$ cat src/dgoc_pkg.sv
`default_nettype none
package dgoc_pkg;
  // Serial frame: rw, 7-bit address, 2-bit channel mask, 16-bit word, MSB first
  localparam int unsigned FRAME_BITS = 26;
  localparam int unsigned HDR_BITS = 10;
  localparam logic [4:0] CNT_HDR_LAST = 5'h09;
  localparam logic [4:0] CNT_FRAME_LAST = 5'h19;
  // Pin vector positions and idle levels after reset
  localparam int unsigned PIN_SCLK = 0;
  localparam int unsigned PIN_CSN = 1;
  localparam int unsigned PIN_SDI = 2;
  localparam logic [2:0] PIN_IDLE = 3'h2;
  // Level words, written raw and read back corrected
  localparam logic [6:0] OFS_DRIVE_HIGH_LEVEL = 7'h01;
  localparam logic [6:0] OFS_TERMINATION_LEVEL = 7'h02;
  localparam logic [6:0] OFS_DRIVE_LOW_LEVEL = 7'h03;
  localparam logic [6:0] OFS_CLAMP_HIGH_LEVEL = 7'h04;
  localparam logic [6:0] OFS_LOAD_HIGH_CURRENT_LEVEL = 7'h08;
  // Mode and control
  localparam logic [6:0] OFS_LOAD_ENABLE = 7'h1B;
  localparam logic [6:0] OFS_DAC_CONTROL = 7'h1D;
  // Gain and offset words
  localparam logic [6:0] OFS_DRIVE_HIGH_GAIN = 7'h21;
  localparam logic [6:0] OFS_TERMINATION_GAIN = 7'h22;
  localparam logic [6:0] OFS_DRIVE_LOW_GAIN = 7'h23;
  localparam logic [6:0] OFS_CLAMP_HIGH_GAIN = 7'h24;
  localparam logic [6:0] OFS_LOAD_HIGH_GAIN = 7'h28;
  localparam logic [6:0] OFS_COMMUTATION_GAIN = 7'h42;
  localparam logic [6:0] OFS_DRIVE_HIGH_OFFSET = 7'h31;
  localparam logic [6:0] OFS_TERMINATION_OFFSET = 7'h32;
  localparam logic [6:0] OFS_DRIVE_LOW_OFFSET = 7'h33;
  localparam logic [6:0] OFS_CLAMP_HIGH_OFFSET = 7'h34;
  localparam logic [6:0] OFS_LOAD_HIGH_OFFSET = 7'h38;
  localparam logic [6:0] OFS_COMMUTATION_OFFSET = 7'h52;
  localparam logic [15:0] GAIN_RESET = 16'hFFFF;
  localparam logic [15:0] OFFSET_RESET = 16'h8000;
  localparam logic [18:0] OFFSET_MID = 19'h08000;
  localparam logic [15:0] WORD_MAX = 16'hFFFF;
  // Level converters per channel and calibration word slots per channel
  localparam int unsigned DAC_COUNT = 5;
  localparam logic [2:0] DAC_TERM = 3'h1;
  localparam int unsigned SLOT_COUNT = 12;
  localparam logic [3:0] SLOT_COMMUTATION = 4'h5;
  localparam logic [3:0] SLOT_OFFSET_BASE = 4'h6;

  typedef enum logic [1:0] {DGOC_IDLE, DGOC_FETCH_GAIN, DGOC_FETCH_OFFSET, DGOC_STORE} dgoc_state_t;

  // Returns {valid, slot}; slots 0..5 hold gains, 6..11 the matching offsets
  function automatic logic [4:0] cal_decode(input logic [6:0] addr);
    case (addr)
      OFS_DRIVE_HIGH_GAIN: cal_decode = 5'h10;
      OFS_TERMINATION_GAIN: cal_decode = 5'h11;
      OFS_DRIVE_LOW_GAIN: cal_decode = 5'h12;
      OFS_CLAMP_HIGH_GAIN: cal_decode = 5'h13;
      OFS_LOAD_HIGH_GAIN: cal_decode = 5'h14;
      OFS_COMMUTATION_GAIN: cal_decode = 5'h15;
      OFS_DRIVE_HIGH_OFFSET: cal_decode = 5'h16;
      OFS_TERMINATION_OFFSET: cal_decode = 5'h17;
      OFS_DRIVE_LOW_OFFSET: cal_decode = 5'h18;
      OFS_CLAMP_HIGH_OFFSET: cal_decode = 5'h19;
      OFS_LOAD_HIGH_OFFSET: cal_decode = 5'h1A;
      OFS_COMMUTATION_OFFSET: cal_decode = 5'h1B;
      default: cal_decode = 5'h00;
    endcase
  endfunction

  // Returns {valid, converter index}
  function automatic logic [3:0] level_decode(input logic [6:0] addr);
    case (addr)
      OFS_DRIVE_HIGH_LEVEL: level_decode = 4'h8;
      OFS_TERMINATION_LEVEL: level_decode = 4'h9;
      OFS_DRIVE_LOW_LEVEL: level_decode = 4'hA;
      OFS_CLAMP_HIGH_LEVEL: level_decode = 4'hB;
      OFS_LOAD_HIGH_CURRENT_LEVEL: level_decode = 4'hC;
      default: level_decode = 4'h0;
    endcase
  endfunction

  function automatic logic [3:0] gain_slot(input logic [2:0] dac, input logic load_en);
    gain_slot = (dac == DAC_TERM && load_en) ? SLOT_COMMUTATION : {1'b0, dac};
  endfunction
endpackage
`default_nettype wire

$ cat src/dgoc_cal_if.sv
`timescale 1ns/1ps
`default_nettype none
interface dgoc_cal_if;
  logic [1:0] we;
  logic [3:0] wslot;
  logic [15:0] wdata;
  logic re;
  logic [4:0] raddr;
  logic [15:0] rdata;
  modport ctl (output we, output wslot, output wdata, output re, output raddr, input rdata);
  modport mem (input we, input wslot, input wdata, input re, input raddr, output rdata);
endinterface
`default_nettype wire

$ cat src/dgoc_cal_mem.sv
`timescale 1ns/1ps
`default_nettype none
module dgoc_cal_mem (
  // Clock
  input wire logic clk_i,
  // Calibration word access
  dgoc_cal_if.mem cal
);
  // Power-up defaults only; no reset reaches these words
  logic [15:0] bank_q [2][dgoc_pkg::SLOT_COUNT] = '{2{'{
    dgoc_pkg::GAIN_RESET, dgoc_pkg::GAIN_RESET, dgoc_pkg::GAIN_RESET,
    dgoc_pkg::GAIN_RESET, dgoc_pkg::GAIN_RESET, dgoc_pkg::GAIN_RESET,
    dgoc_pkg::OFFSET_RESET, dgoc_pkg::OFFSET_RESET, dgoc_pkg::OFFSET_RESET,
    dgoc_pkg::OFFSET_RESET, dgoc_pkg::OFFSET_RESET, dgoc_pkg::OFFSET_RESET}}};
  logic [15:0] rdata_q = 16'h0000;

  // One bank per channel so a dual-channel write lands in one cycle
  always_ff @(posedge clk_i) begin
    for (int c = 0; c < 2; c++) begin
      if (cal.we[c]) begin
        bank_q[c][cal.wslot] <= cal.wdata;
      end
    end
    if (cal.re) begin
      rdata_q <= bank_q[cal.raddr[4]][cal.raddr[3:0]];
    end
  end

  assign cal.rdata = rdata_q;
endmodule
`default_nettype wire

$ cat src/dgoc_corr.sv
`timescale 1ns/1ps
`default_nettype none
module dgoc_corr (
  // Correction control
  input wire logic en_i,
  // Operands
  input wire logic [15:0] x1_i,
  input wire logic [15:0] gain_i,
  input wire logic [15:0] offset_i,
  // Result
  output logic [15:0] y_o
);
  logic [16:0] gain_p1;
  logic [32:0] prod;
  logic [18:0] sum;

  always_comb begin
    gain_p1 = {1'b0, gain_i} + 17'h00001;
    prod = {17'h00000, x1_i} * {16'h0000, gain_p1};
    // Truncate the product, then add the offset less midscale
    sum = {2'h0, prod[32:16]} + {3'h0, offset_i} - dgoc_pkg::OFFSET_MID;
    if (!en_i) begin
      y_o = x1_i;
    end else if (sum[18]) begin
      y_o = 16'h0000;
    end else if (sum[17:16] != 2'h0) begin
      y_o = dgoc_pkg::WORD_MAX;
    end else begin
      y_o = sum[15:0];
    end
  end
endmodule
`default_nettype wire

$ cat src/dgoc_level_cal.sv
// Notes on behaviour
// - Every level has its own gain and offset
// - Calibration words survive all resets, power defaults
// - Reset clears the global correction enable
// - Clearing the enable bypasses correction for all converters together
// - Result is x1 times (m+1)/2^16 plus c-2^15
// - Gain words power up at all ones
// - Offset words power up at midscale
// - One corrected holding word per converter drives output
// - Level readback returns the corrected holding word
// - Dual-channel write updates channel 0 then 1
// - Only raw level writes recompute holding words
// - Word pair chosen from modes at write time
// - Calibration applied only inside the level write sequence
// - Termination uses commutation pair when load enabled
// - Drive high always uses its own pair
// - Drive low always uses its own pair
// - Clamp high always uses its own pair
// - Load high current always uses its own pair
`timescale 1ns/1ps
`default_nettype none
module dgoc_level_cal (
  // Clock and reset
  input wire logic clk_i,
  input wire logic resetn_i,
  // Serial register port
  input wire logic spi_sclk_i,
  input wire logic spi_cs_n_i,
  input wire logic spi_sdi_i,
  output logic spi_sdo_o,
  // Corrected holding words, channel 1 in the upper half
  output logic [159:0] dac_words_o
);
  dgoc_cal_if cal ();

  // Pin synchronisers
  logic [2:0] sync1_q, sync2_q, sync3_q, pin_q, pin_d;
  logic sclk_prev_q;
  logic sclk_rise, sclk_fall;

  always_comb begin
    for (int i = 0; i < 3; i++) begin
      pin_d[i] = (sync2_q[i] == sync3_q[i]) ? sync3_q[i] : pin_q[i];
    end
    sclk_rise = pin_q[dgoc_pkg::PIN_SCLK] & ~sclk_prev_q;
    sclk_fall = ~pin_q[dgoc_pkg::PIN_SCLK] & sclk_prev_q;
  end

  always_ff @(posedge clk_i or negedge resetn_i) begin
    if (!resetn_i) begin
      sync1_q <= dgoc_pkg::PIN_IDLE;
      sync2_q <= dgoc_pkg::PIN_IDLE;
      sync3_q <= dgoc_pkg::PIN_IDLE;
      pin_q <= dgoc_pkg::PIN_IDLE;
      sclk_prev_q <= 1'b0;
    end else begin
      sync1_q <= {spi_sdi_i, spi_cs_n_i, spi_sclk_i};
      sync2_q <= sync1_q;
      sync3_q <= sync2_q;
      pin_q <= pin_d;
      sclk_prev_q <= pin_q[dgoc_pkg::PIN_SCLK];
    end
  end

  // Serial frame, register writes and readback
  logic [4:0] bit_cnt_q, bit_cnt_d;
  logic [25:0] shin_q, shin_d;
  logic [15:0] shout_q, shout_d;
  logic sdo_q, sdo_d;
  logic fetch_q, fetch_d;
  logic cal_en_q, cal_en_d;
  logic [1:0] load_en_q, load_en_d;
  logic [15:0] hold_q [2][dgoc_pkg::DAC_COUNT];
  logic [4:0] cal_dec;
  logic [3:0] lvl_dec;
  logic [6:0] f_addr;
  logic [1:0] f_mask;
  logic rd_ch;
  logic start;
  logic spi_re;
  logic [4:0] spi_raddr;

  always_comb begin
    bit_cnt_d = bit_cnt_q;
    shin_d = shin_q;
    shout_d = shout_q;
    sdo_d = sdo_q;
    fetch_d = 1'b0;
    cal_en_d = cal_en_q;
    load_en_d = load_en_q;
    start = 1'b0;
    spi_re = 1'b0;
    spi_raddr = 5'h00;
    cal.we = 2'h0;
    cal.wslot = 4'h0;
    cal.wdata = 16'h0000;
    f_addr = 7'h00;
    f_mask = 2'h0;
    rd_ch = 1'b0;
    cal_dec = 5'h00;
    lvl_dec = 4'h0;
    if (pin_q[dgoc_pkg::PIN_CSN]) begin
      // Deselect drops any partial frame
      bit_cnt_d = 5'h00;
    end else if (sclk_rise) begin
      shin_d = {shin_q[24:0], pin_q[dgoc_pkg::PIN_SDI]};
      bit_cnt_d = bit_cnt_q + 5'h01;
      if (bit_cnt_q == dgoc_pkg::CNT_HDR_LAST && shin_d[9]) begin
        f_addr = shin_d[8:2];
        f_mask = shin_d[1:0];
        rd_ch = (f_mask == 2'h2);
        cal_dec = dgoc_pkg::cal_decode(f_addr);
        lvl_dec = dgoc_pkg::level_decode(f_addr);
        if (lvl_dec[3]) begin
          shout_d = hold_q[rd_ch][lvl_dec[2:0]];
        end else if (cal_dec[4]) begin
          spi_re = 1'b1;
          spi_raddr = {rd_ch, cal_dec[3:0]};
          fetch_d = 1'b1;
        end else if (f_addr == dgoc_pkg::OFS_LOAD_ENABLE) begin
          shout_d = {15'h0000, load_en_q[rd_ch]};
        end else if (f_addr == dgoc_pkg::OFS_DAC_CONTROL) begin
          shout_d = {15'h0000, cal_en_q};
        end else begin
          shout_d = 16'h0000;
        end
      end else if (bit_cnt_q == dgoc_pkg::CNT_FRAME_LAST && !shin_d[25]) begin
        f_addr = shin_d[24:18];
        f_mask = shin_d[17:16];
        cal_dec = dgoc_pkg::cal_decode(f_addr);
        lvl_dec = dgoc_pkg::level_decode(f_addr);
        if (lvl_dec[3]) begin
          start = (f_mask != 2'h0);
        end else if (cal_dec[4]) begin
          // Calibration writes never touch holding words
          cal.we = f_mask;
          cal.wslot = cal_dec[3:0];
          cal.wdata = shin_d[15:0];
        end else if (f_addr == dgoc_pkg::OFS_LOAD_ENABLE) begin
          for (int c = 0; c < 2; c++) begin
            if (f_mask[c]) begin
              load_en_d[c] = shin_d[0];
            end
          end
        end else if (f_addr == dgoc_pkg::OFS_DAC_CONTROL) begin
          cal_en_d = shin_d[0];
        end
      end
    end
    if (fetch_q) begin
      shout_d = cal.rdata;
    end
    if (!pin_q[dgoc_pkg::PIN_CSN] && sclk_fall) begin
      sdo_d = shout_q[15];
      shout_d = {shout_q[14:0], 1'b0};
    end
  end

  always_ff @(posedge clk_i or negedge resetn_i) begin
    if (!resetn_i) begin
      bit_cnt_q <= 5'h00;
      shin_q <= 26'h0000000;
      shout_q <= 16'h0000;
      sdo_q <= 1'b0;
      fetch_q <= 1'b0;
      cal_en_q <= 1'b0;
      load_en_q <= 2'h0;
    end else begin
      bit_cnt_q <= bit_cnt_d;
      shin_q <= shin_d;
      shout_q <= shout_d;
      sdo_q <= sdo_d;
      fetch_q <= fetch_d;
      cal_en_q <= cal_en_d;
      load_en_q <= load_en_d;
    end
  end

  // Correction sequence
  dgoc_pkg::dgoc_state_t st_q, st_d;
  logic ch_q, ch_d;
  logic pend_q, pend_d;
  logic [2:0] dac_q, dac_d;
  logic [15:0] x1_q, x1_d;
  logic [15:0] gain_q, gain_d;
  logic [1:0] le_q, le_d;
  logic [15:0] hold_d [2][dgoc_pkg::DAC_COUNT];
  logic [15:0] corr_y;
  logic [3:0] cur_gain_slot;
  logic fsm_re;
  logic [4:0] fsm_raddr;

  always_comb begin
    st_d = st_q;
    ch_d = ch_q;
    pend_d = pend_q;
    dac_d = dac_q;
    x1_d = x1_q;
    gain_d = gain_q;
    le_d = le_q;
    hold_d = hold_q;
    fsm_re = 1'b0;
    fsm_raddr = 5'h00;
    // Pair choice follows the load mode latched with the data
    cur_gain_slot = dgoc_pkg::gain_slot(dac_q, le_q[ch_q]);
    case (st_q)
      dgoc_pkg::DGOC_IDLE: begin
        if (start) begin
          st_d = dgoc_pkg::DGOC_FETCH_GAIN;
          ch_d = ~f_mask[0];
          pend_d = &f_mask;
          dac_d = lvl_dec[2:0];
          x1_d = shin_d[15:0];
          le_d = load_en_q;
        end
      end
      dgoc_pkg::DGOC_FETCH_GAIN: begin
        fsm_re = 1'b1;
        fsm_raddr = {ch_q, cur_gain_slot};
        st_d = dgoc_pkg::DGOC_FETCH_OFFSET;
      end
      dgoc_pkg::DGOC_FETCH_OFFSET: begin
        gain_d = cal.rdata;
        fsm_re = 1'b1;
        fsm_raddr = {ch_q, cur_gain_slot + dgoc_pkg::SLOT_OFFSET_BASE};
        st_d = dgoc_pkg::DGOC_STORE;
      end
      dgoc_pkg::DGOC_STORE: begin
        hold_d[ch_q][dac_q] = corr_y;
        if (pend_q) begin
          ch_d = 1'b1;
          pend_d = 1'b0;
          st_d = dgoc_pkg::DGOC_FETCH_GAIN;
        end else begin
          st_d = dgoc_pkg::DGOC_IDLE;
        end
      end
      default: begin
        st_d = dgoc_pkg::DGOC_IDLE;
      end
    endcase
    // The sequence owns the read port; readback collisions are a host timing fault
    cal.re = fsm_re | spi_re;
    cal.raddr = fsm_re ? fsm_raddr : spi_raddr;
  end

  always_ff @(posedge clk_i or negedge resetn_i) begin
    if (!resetn_i) begin
      st_q <= dgoc_pkg::DGOC_IDLE;
      ch_q <= 1'b0;
      pend_q <= 1'b0;
      dac_q <= 3'h0;
      x1_q <= 16'h0000;
      gain_q <= 16'h0000;
      le_q <= 2'h0;
      for (int c = 0; c < 2; c++) begin
        for (int d = 0; d < dgoc_pkg::DAC_COUNT; d++) begin
          hold_q[c][d] <= 16'h0000;
        end
      end
    end else begin
      st_q <= st_d;
      ch_q <= ch_d;
      pend_q <= pend_d;
      dac_q <= dac_d;
      x1_q <= x1_d;
      gain_q <= gain_d;
      le_q <= le_d;
      hold_q <= hold_d;
    end
  end

  dgoc_corr u_corr (
    .en_i(cal_en_q),
    .x1_i(x1_q),
    .gain_i(gain_q),
    .offset_i(cal.rdata),
    .y_o(corr_y)
  );

  dgoc_cal_mem u_mem (
    .clk_i(clk_i),
    .cal(cal)
  );

  always_comb begin
    for (int c = 0; c < 2; c++) begin
      for (int d = 0; d < dgoc_pkg::DAC_COUNT; d++) begin
        dac_words_o[(c * 80) + (d * 16) +: 16] = hold_q[c][d];
      end
    end
  end

  assign spi_sdo_o = sdo_q;

  // Checks
  chk_enable_reset: assert property (
    @(posedge clk_i) $rose(resetn_i) |-> !cal_en_q)
    else $error("correction enable not cleared by reset");

  chk_store_only: assert property (
    @(posedge clk_i) disable iff (!resetn_i)
    (dac_words_o != $past(dac_words_o)) |-> ($past(st_q) == dgoc_pkg::DGOC_STORE))
    else $error("holding word changed outside a level write");

  chk_bypass_raw: assert property (
    @(posedge clk_i) disable iff (!resetn_i)
    (st_q == dgoc_pkg::DGOC_STORE && !cal_en_q) |-> (corr_y == x1_q))
    else $error("bypass did not pass raw word");

  chk_default_unity: assert property (
    @(posedge clk_i) disable iff (!resetn_i)
    (st_q == dgoc_pkg::DGOC_STORE && cal_en_q && gain_q == 16'hFFFF
      && cal.rdata == 16'h8000) |-> (corr_y == x1_q))
    else $error("default words do not give identity");

  chk_dual_order: assert property (
    @(posedge clk_i) disable iff (!resetn_i)
    (st_q == dgoc_pkg::DGOC_STORE && pend_q && !ch_q)
      |=> (st_q == dgoc_pkg::DGOC_FETCH_GAIN && ch_q) ##2 (st_q == dgoc_pkg::DGOC_STORE))
    else $error("second channel not updated after first");

  chk_walk_len: assert property (
    @(posedge clk_i) disable iff (!resetn_i)
    (st_q == dgoc_pkg::DGOC_IDLE && start)
      |=> (st_q == dgoc_pkg::DGOC_FETCH_GAIN) ##1 (st_q == dgoc_pkg::DGOC_FETCH_OFFSET)
      ##1 (st_q == dgoc_pkg::DGOC_STORE))
    else $error("level write sequence malformed");

  chk_term_pair: assert property (
    @(posedge clk_i) disable iff (!resetn_i)
    (st_q == dgoc_pkg::DGOC_FETCH_GAIN && dac_q == 3'h1)
      |-> (fsm_raddr[3:0] == (le_q[ch_q] ? 4'h5 : 4'h1))
      ##1 (fsm_raddr[3:0] == (le_q[ch_q] ? 4'hB : 4'h7)))
    else $error("termination pair selection wrong");

  chk_fixed_pair: assert property (
    @(posedge clk_i) disable iff (!resetn_i)
    (st_q == dgoc_pkg::DGOC_FETCH_GAIN && dac_q != 3'h1)
      |-> (fsm_raddr == {ch_q, 1'b0, dac_q}) ##1 (fsm_raddr[3:0] == {1'b0, dac_q} + 4'h6))
    else $error("fixed pair selection wrong");

  chk_level_read: assert property (
    @(posedge clk_i) disable iff (!resetn_i)
    (!pin_q[dgoc_pkg::PIN_CSN] && sclk_rise && bit_cnt_q == 5'h09 && shin_d[9]
      && lvl_dec[3] && !sclk_fall) |=> (shout_q == $past(hold_q[rd_ch][lvl_dec[2:0]])))
    else $error("level readback not the holding word");
endmodule
`default_nettype wire

$ cat config.mk
export PLATFORM = sky130hd
export DESIGN_NAME = dgoc_level_cal
export DESIGN_NICKNAME = d
export VERILOG_FILES = /design/src/dgoc_pkg.sv /design/src/dgoc_cal_if.sv /design/src/dgoc_cal_mem.sv /design/src/dgoc_corr.sv /design/src/dgoc_level_cal.sv
export SDC_FILE = /design/constraint.sdc
export NUM_CORES = 2
export LEC_CHECK = 0
export ABC_AREA = 1
export BUFFER_PORTS_ARGS = -buffer_cell sky130_fd_sc_hd__buf_2
export CAP_MARGIN = 20
export CORE_ASPECT_RATIO = 0.9
export CORE_MARGIN = 2
export CORE_UTILIZATION = 30
export CTS_BUF_LIST = sky130_fd_sc_hd__clkbuf_8
export DETAILED_ROUTE_END_ITERATION = 10
export PLACE_DENSITY = 0.52
export SYNTH_ARGS = -nofsm -noshare
export SYNTH_HDL_FRONTEND = slang
export SYNTH_SLANG_ARGS = --single-unit
$ cat constraint.sdc
create_clock -name clk_i -period 14.4 [get_ports clk_i]
set_clock_uncertainty 0.2 [all_clocks]
set_input_delay 2.88 -clock clk_i [delete_from_list [all_inputs] [get_ports clk_i]]
set_output_delay 2.88 -clock clk_i [all_outputs]
set_load 0.01 [all_outputs]
# Word-level counts from Yosys, hierarchy flattened
# Memory sizes are Yosys's and may differ from the RTL's.
# Index checks and enable logic that the tools add are counted.
# W data, S select, Z words.
dict set report totals {
  ramBits 384
  inputBits 5
  output_inout_bits 161
  regBits 281
  mem_count 1
}
# memory words word_bits rd rd_ports_with_merged_regs wr line_no
set mem_list {}
lappend mem_list {u_mem.bank_q 2 192 1 0 2 dgoc_cal_mem.sv:10} ;# logic [15:0] bank_q [2][dgoc_pkg::SLOT_COUNT] = '{2{'{
dict set report op_classes {
  multipliers 1
  n_bitwise 17
  muxes 111
  n_addsub 5
  eq_ne 52
  n_lt_le_gt_ge 11
  reduce_logical 26
}
# operator n
set op_table {}
lappend op_table {{$mux W16} 24}
lappend op_table {{$mux W192} 2}
lappend op_table {{$mux W80} 4}
lappend op_table {{$bwmux W160} 1}
lappend op_table {{$eq A7 B6 Y1 const B} 20}
lappend op_table {{$pmux W5 S12} 2}
lappend op_table {{$demux W80 S1} 1}
lappend op_table {{$mux W5} 15}
lappend op_table {{$bmux W16 S4} 1}
lappend op_table {{$demux W16 S4} 1}
lappend op_table {{$mux W4} 13}
lappend op_table {{$bmux W16 S3} 1}
lappend op_table {{$demux W16 S3} 1}
lappend op_table {{$pmux W4 S5} 2}
lappend op_table {{$mul A16 B17 Y33} 1}
lappend op_table {{$eq A7 B2 Y1 const B} 4}
lappend op_table {{$eq A7 B5 Y1 const B} 4}
lappend op_table {{$eq A7 B7 Y1 const B} 4}
lappend op_table {{$reduce_and A8 Y1} 3}
lappend op_table {{$mux W1} 23}
lappend op_table {{$mux W2} 11}
lappend op_table {{$sub A19 B16 Y19 const B} 1}
lappend op_table {{$add A17 B16 Y18} 1}
lappend op_table {{$add A16 B1 Y17 const B} 1}
lappend op_table {{40 further kinds} 82}

# Logic depth before layout (Yosys ltp)
dict set report logic_depth {
  word_depth 18
  mapped_depth 52
  ltp_nobuf 50
}

# Modules after synthesis
# A second synthesis with hierarchy kept.
dict set report unflattened {
  cells_unflattened 4745
  area_unflattened_um2 40767.8
}
# module instances cells_per_inst area_per_inst_um2
set by_module_without_submodules {}
lappend by_module_without_submodules {dgoc_cal_mem 1 1493 16729.8}
lappend by_module_without_submodules {dgoc_level_cal 1 1821 13411.6}
lappend by_module_without_submodules {dgoc_corr 1 1431 10626.4}

# Worst setup path before layout
# Ideal clock, no wire load.
dict set report synth_path {
  path_kind {register to register}
  from {reg gain_q[0]}
  to {reg hold_q, in the netlist dac_words_o[21]}
  arrival_ps 8568
  path_stages_with_launch 48
  path_slack_ps 5515
  setup_ps 117
  period_less_slack_ps 8885
  path_buffers 2
  t_required_ps 14083
  cell_sequence {dfrtp_1 ha_1 nand2_1 nor2_1 nand2_1 nor2_1 nand4_1 nor2_1 nand2_1 nor2_1 inv_1 nand2_1 clkinv_1 nand2_1 fa_1 fa_1 fa_1 inv_1 (+12 left out) o21ai_0 xor2_1 ha_1 a21oi_1 o21ai_2 nand2_1 nand2_1 nand2_1 nand2_1 xnor2_2 ha_1 buf_1 clkbuf_1 nand4_1 nand3_4 nand2_4 nand2_1 nand2_1}
}
dict set report synth_between {
  elab_chain_cells 9
}
# element line_no
set synth_lines {}
lappend synth_lines {{start: declaration} dgoc_level_cal.sv:185} ;# logic [15:0] gain_q, gain_d;
lappend synth_lines {{start signal: assignment} dgoc_level_cal.sv:267} ;# gain_q <= gain_d;
lappend synth_lines {{$add A16 B1 Y17 *} dgoc_corr.sv:18} ;# gain_p1 = {1'b0, gain_i} + 17'h00001;
lappend synth_lines {{$mul A16 B17 Y33 *} dgoc_corr.sv:19} ;# prod = {17'h00000, x1_i} * {16'h0000, gain_p1};
lappend synth_lines {{$add A17 B16 Y18 *} dgoc_corr.sv:21} ;# sum = {2'h0, prod[32:16]} + {3'h0, offset_i} - dgoc_pkg::OFFSET_MID;
lappend synth_lines {{$sub A19 B16 Y19 *} dgoc_corr.sv:21}
lappend synth_lines {{$reduce_bool A2 Y1} dgoc_corr.sv:26} ;# end else if (sum[17:16] != 2'h0) begin
lappend synth_lines {{$mux W16} dgoc_corr.sv:26}
lappend synth_lines {{$mux W16 *} dgoc_corr.sv:24} ;# end else if (sum[18]) begin
lappend synth_lines {{$mux W16 *} dgoc_corr.sv:22} ;# if (!en_i) begin
lappend synth_lines {{$bwmux W160 *} dgoc_level_cal.sv:229} ;# hold_d[ch_q][dac_q] = corr_y;
lappend synth_lines {{end signal: assignment} dgoc_level_cal.sv:269} ;# hold_q <= hold_d;
lappend synth_lines {{end: declaration} dgoc_level_cal.sv:73} ;# logic [15:0] hold_q [2][dgoc_pkg::DAC_COUNT];
# Mark *: on every way between the ends. The rest lies on a longest branch, timed or not.
# A chain may end at the register's enable or synchronous reset.

# Worst setup path after layout
dict set report layout_path {
  from {reg gain_q[0]}
  to {reg hold_q, in the netlist dac_words_o[2]}
}
# Same word-level chain as after synthesis.

==> flow_summary.yaml <==
timing:
  fin_crit_sh_pct: 78.89
  slew_viol_final: 0
  rsz0062_at_grt: "false"
  finalHoldViolations: 0
  maxSlewHeadroom_pct: 29.74
  fin_crit_ns: 11.36
  fmax_ghz: 0.08802
  worst_pin_slew_ns: 1.053
  setup_viol: 0
  totalNegativeSetupSlack_ns: 0
yosys:
  synth_commonest_cells: "1,167 x nand2_1, 559 x inv_1, 478 x nor2_1"
  synth_area_leaders: "edfxtp_1 30%, dfrtp_1 16%, nand2_1 11%"
  synth_edf_count: 400
  synth.cell_area_mm2: 0.03999
  ys_seq_area_share_pct: 46.63
  avgSynthCellArea_um2: 8.913
  syn_inst: 4487
  ys_warn_count: 0
  synth_cell_types: 62
  async_flop_share_pct: 39.85
  synth_seq_cells: 665
  yosys_most_used_dff: "edfxtp_1"
  synth_top_area_share_pct: 30.04
  yosys.area.top_type: "edfxtp_1"
  syn-num-nets: 4828
  post-synth-top-count-cell: "nand2_1"
floorplan:
  start_util_pct: 30.14
  fp.dieH_um: 350.4
  rows: 127
  fp.dieW_um: 388.9
  num_io_pins: 166
  dieArea_mm2: 0.1362
  core_mm2: 0.1327
power_and_ir_drop:
  ir_worst_vdd_mv: 0.08548
  leakagePower_nw: 20.41
  power_density_mw_per_mm2: 95.63
cts:
  cts_tree: "yes"
  clkTransAtPathRegs_ns: 0.07
  post-cts-setup-buffers: 0
  ctsRootBufferMaster: "clkbuf_8"
  cts.sinks: 665
  clock_latency_ns: 0.80
  hold_buffers: 0
  cts_resized: 0
  cts_buffers: 114
  cts_buffer_depth: 3
  htree_num_levels: 3
drt:
  post_drt_wl_per_cell_um: 20.79
  drt-initial-drc-count: 3174
  routed_wl_um: 134800
  postRouteAntennaNets: 0
  route.vias.total: 32030
  drc_errors: 0
  dr.pass1.iters: 5
  avgViaCountPerCell: 4.939
global_routing:
  overflow: 0
  grt_first_pass_wirelength_um: 203200
  grt_pass1_vias: 31520
  grt_max_degree: 170
  grt_use_total_pct: 19.57
  antenna_found_initial: 4
place:
  place_hpwl_um: 90520
  dp_cells: 6272
  gp_congestion: 0.9405
  port_buffers: 165
critical_path:
  end_kind: "flop"
  arrival_ns: 11.81
  crit_type: "reg -> reg"
  cpMostUsedCell: "nand2_1"
  cpPeakStageDelay_ns: 0.72
  path_max_fanout: 16
  required_ns: 14.85
  crit_slowest_cell: "dfrtp_1"
  start_kind: "flop"
final_layout:
  drive_gt1_share_pct: 10.69
  fin_cells: 6485
  syn_to_final_growth_pct: 13.13
  layout.nets: 4990
  utilization_pct: 34.10
job:
  maxCapViolCount: 0
worst_hold_path:
  hp-class: "reg -> reg"
outcome:
  status: "finished, final reports clean"
cells by family after synthesis:
kind of cell,after synthesis,share of synthesized area [%]
and+or+nand+nor,2232,24.00
AOI/OAI and AO/OA,402,5.676
adders and majority gates,339,14.49
buffers and inverters,792,7.859
muxes,24,0.6007
DFF,665,46.63
xor gates and xnor gates,33,0.7415
registers in the layout (all words and copies together), names as in the netlist, 3 cells and up:
signal / flops
shin_q: 25
sync1_q: 3
x1_q: 16
sync2_q: 3
shout_q: 16
gain_q: 16
dac_q: 3
bit_cnt_q: 5
u_mem.cal.rdata: 16
sync3_q: 3
dac_words_o: 160
pin_q: 3
u_mem.bank_q: 384
cell type report:
class | count | area, um^2
fillers | 13720 | 87440
flip-flops and latches | 665 | 18650
multi-input cells | 3030 | 18370
inverters | 590 | 2216
well taps | 1741 | 2178
clock buffers | 125 | 1720
repair buffers | 248 | 1503
clock inverters | 83 | 603.1
diodes | 3 | 7.507
path summary, 6_finish.rpt:
check	start	to	slack, ns	cells after the start
min	sync1_q[0]	sync2_q[0]	0.15	0
min in group asynchronous	resetn_i	dac_words_o[23]	1.91	1
min reg2reg	sync1_q[0]	sync2_q[0]	0.15	0
max reg2reg	gain_q[0]	dac_words_o[2]	3.04	42
max in group asynchronous	resetn_i	dac_q[1]	10.57	2
max	gain_q[0]	dac_words_o[2]	3.04	42
worst max-delay path: cells and delay by family, from the launching register on:
kind	cells	cell delay [ns]
AOI/OAI and AO/OA	8	1.77
buffers and inverters	7	1.14
DFF	1	0.72
adders and majority gates	9	4.36
and+or+nand+nor	16	2.58
xor gates and xnor gates	2	0.46
where the power goes:
group / leakage [nW] / switching (mW) / internal [mW]
sequential: 6.39 / 0.0281 / 2.04
clock: 1.36 / 0.822 / 0.932
combinational: 12.7 / 0.380 / 0.126
metrics by stage:
step	hold WS (ns)	setup WS [ns]	area (um^2)	power (mW)
finish	0.1528	3.039	45240	4.327
global placement	0.1368	3.398	42860	2.601
CTS	0.1557	3.197	45190	4.357
detailed placement	0.1470	3.300	42870	2.599
floorplan	0.1312	5.515	39990	2.391
global route	0.1586	2.218	45240	4.491
routing by layer:
metal  vias up  track usage [%]  routed length, um
li1      14820                -                  -
met1     15890            28.74              63250
met2      1095            29.98              59880
met3       225            2.593               7976
met4         0            5.846               3692
met5         -                0                  0
placed cells by master, fill, tap and decap left out, drive strengths merged, types with 3 or more instances in the layout:
cell type  count
nand3b       114
buf          248
dfrtp        261
mux2i         24
xor2          16
edfxtp       400
o2111ai        8
nor3          41
inv          634
a21oi         90
nor4           7
o41ai         13
nand2       1184
o211ai        18
nand4         31
nor2         486
or2            3
o311ai         3
a21o           3
dfstp          4
maj3           3
a31oi          5
clkbuf       125
o21ai        242
bufinv         7
clkinv        32
ha           128
fa           208
diode          3
nand3        363
xnor2         17
No activity file was read; power rests on OpenSTA's default activity.
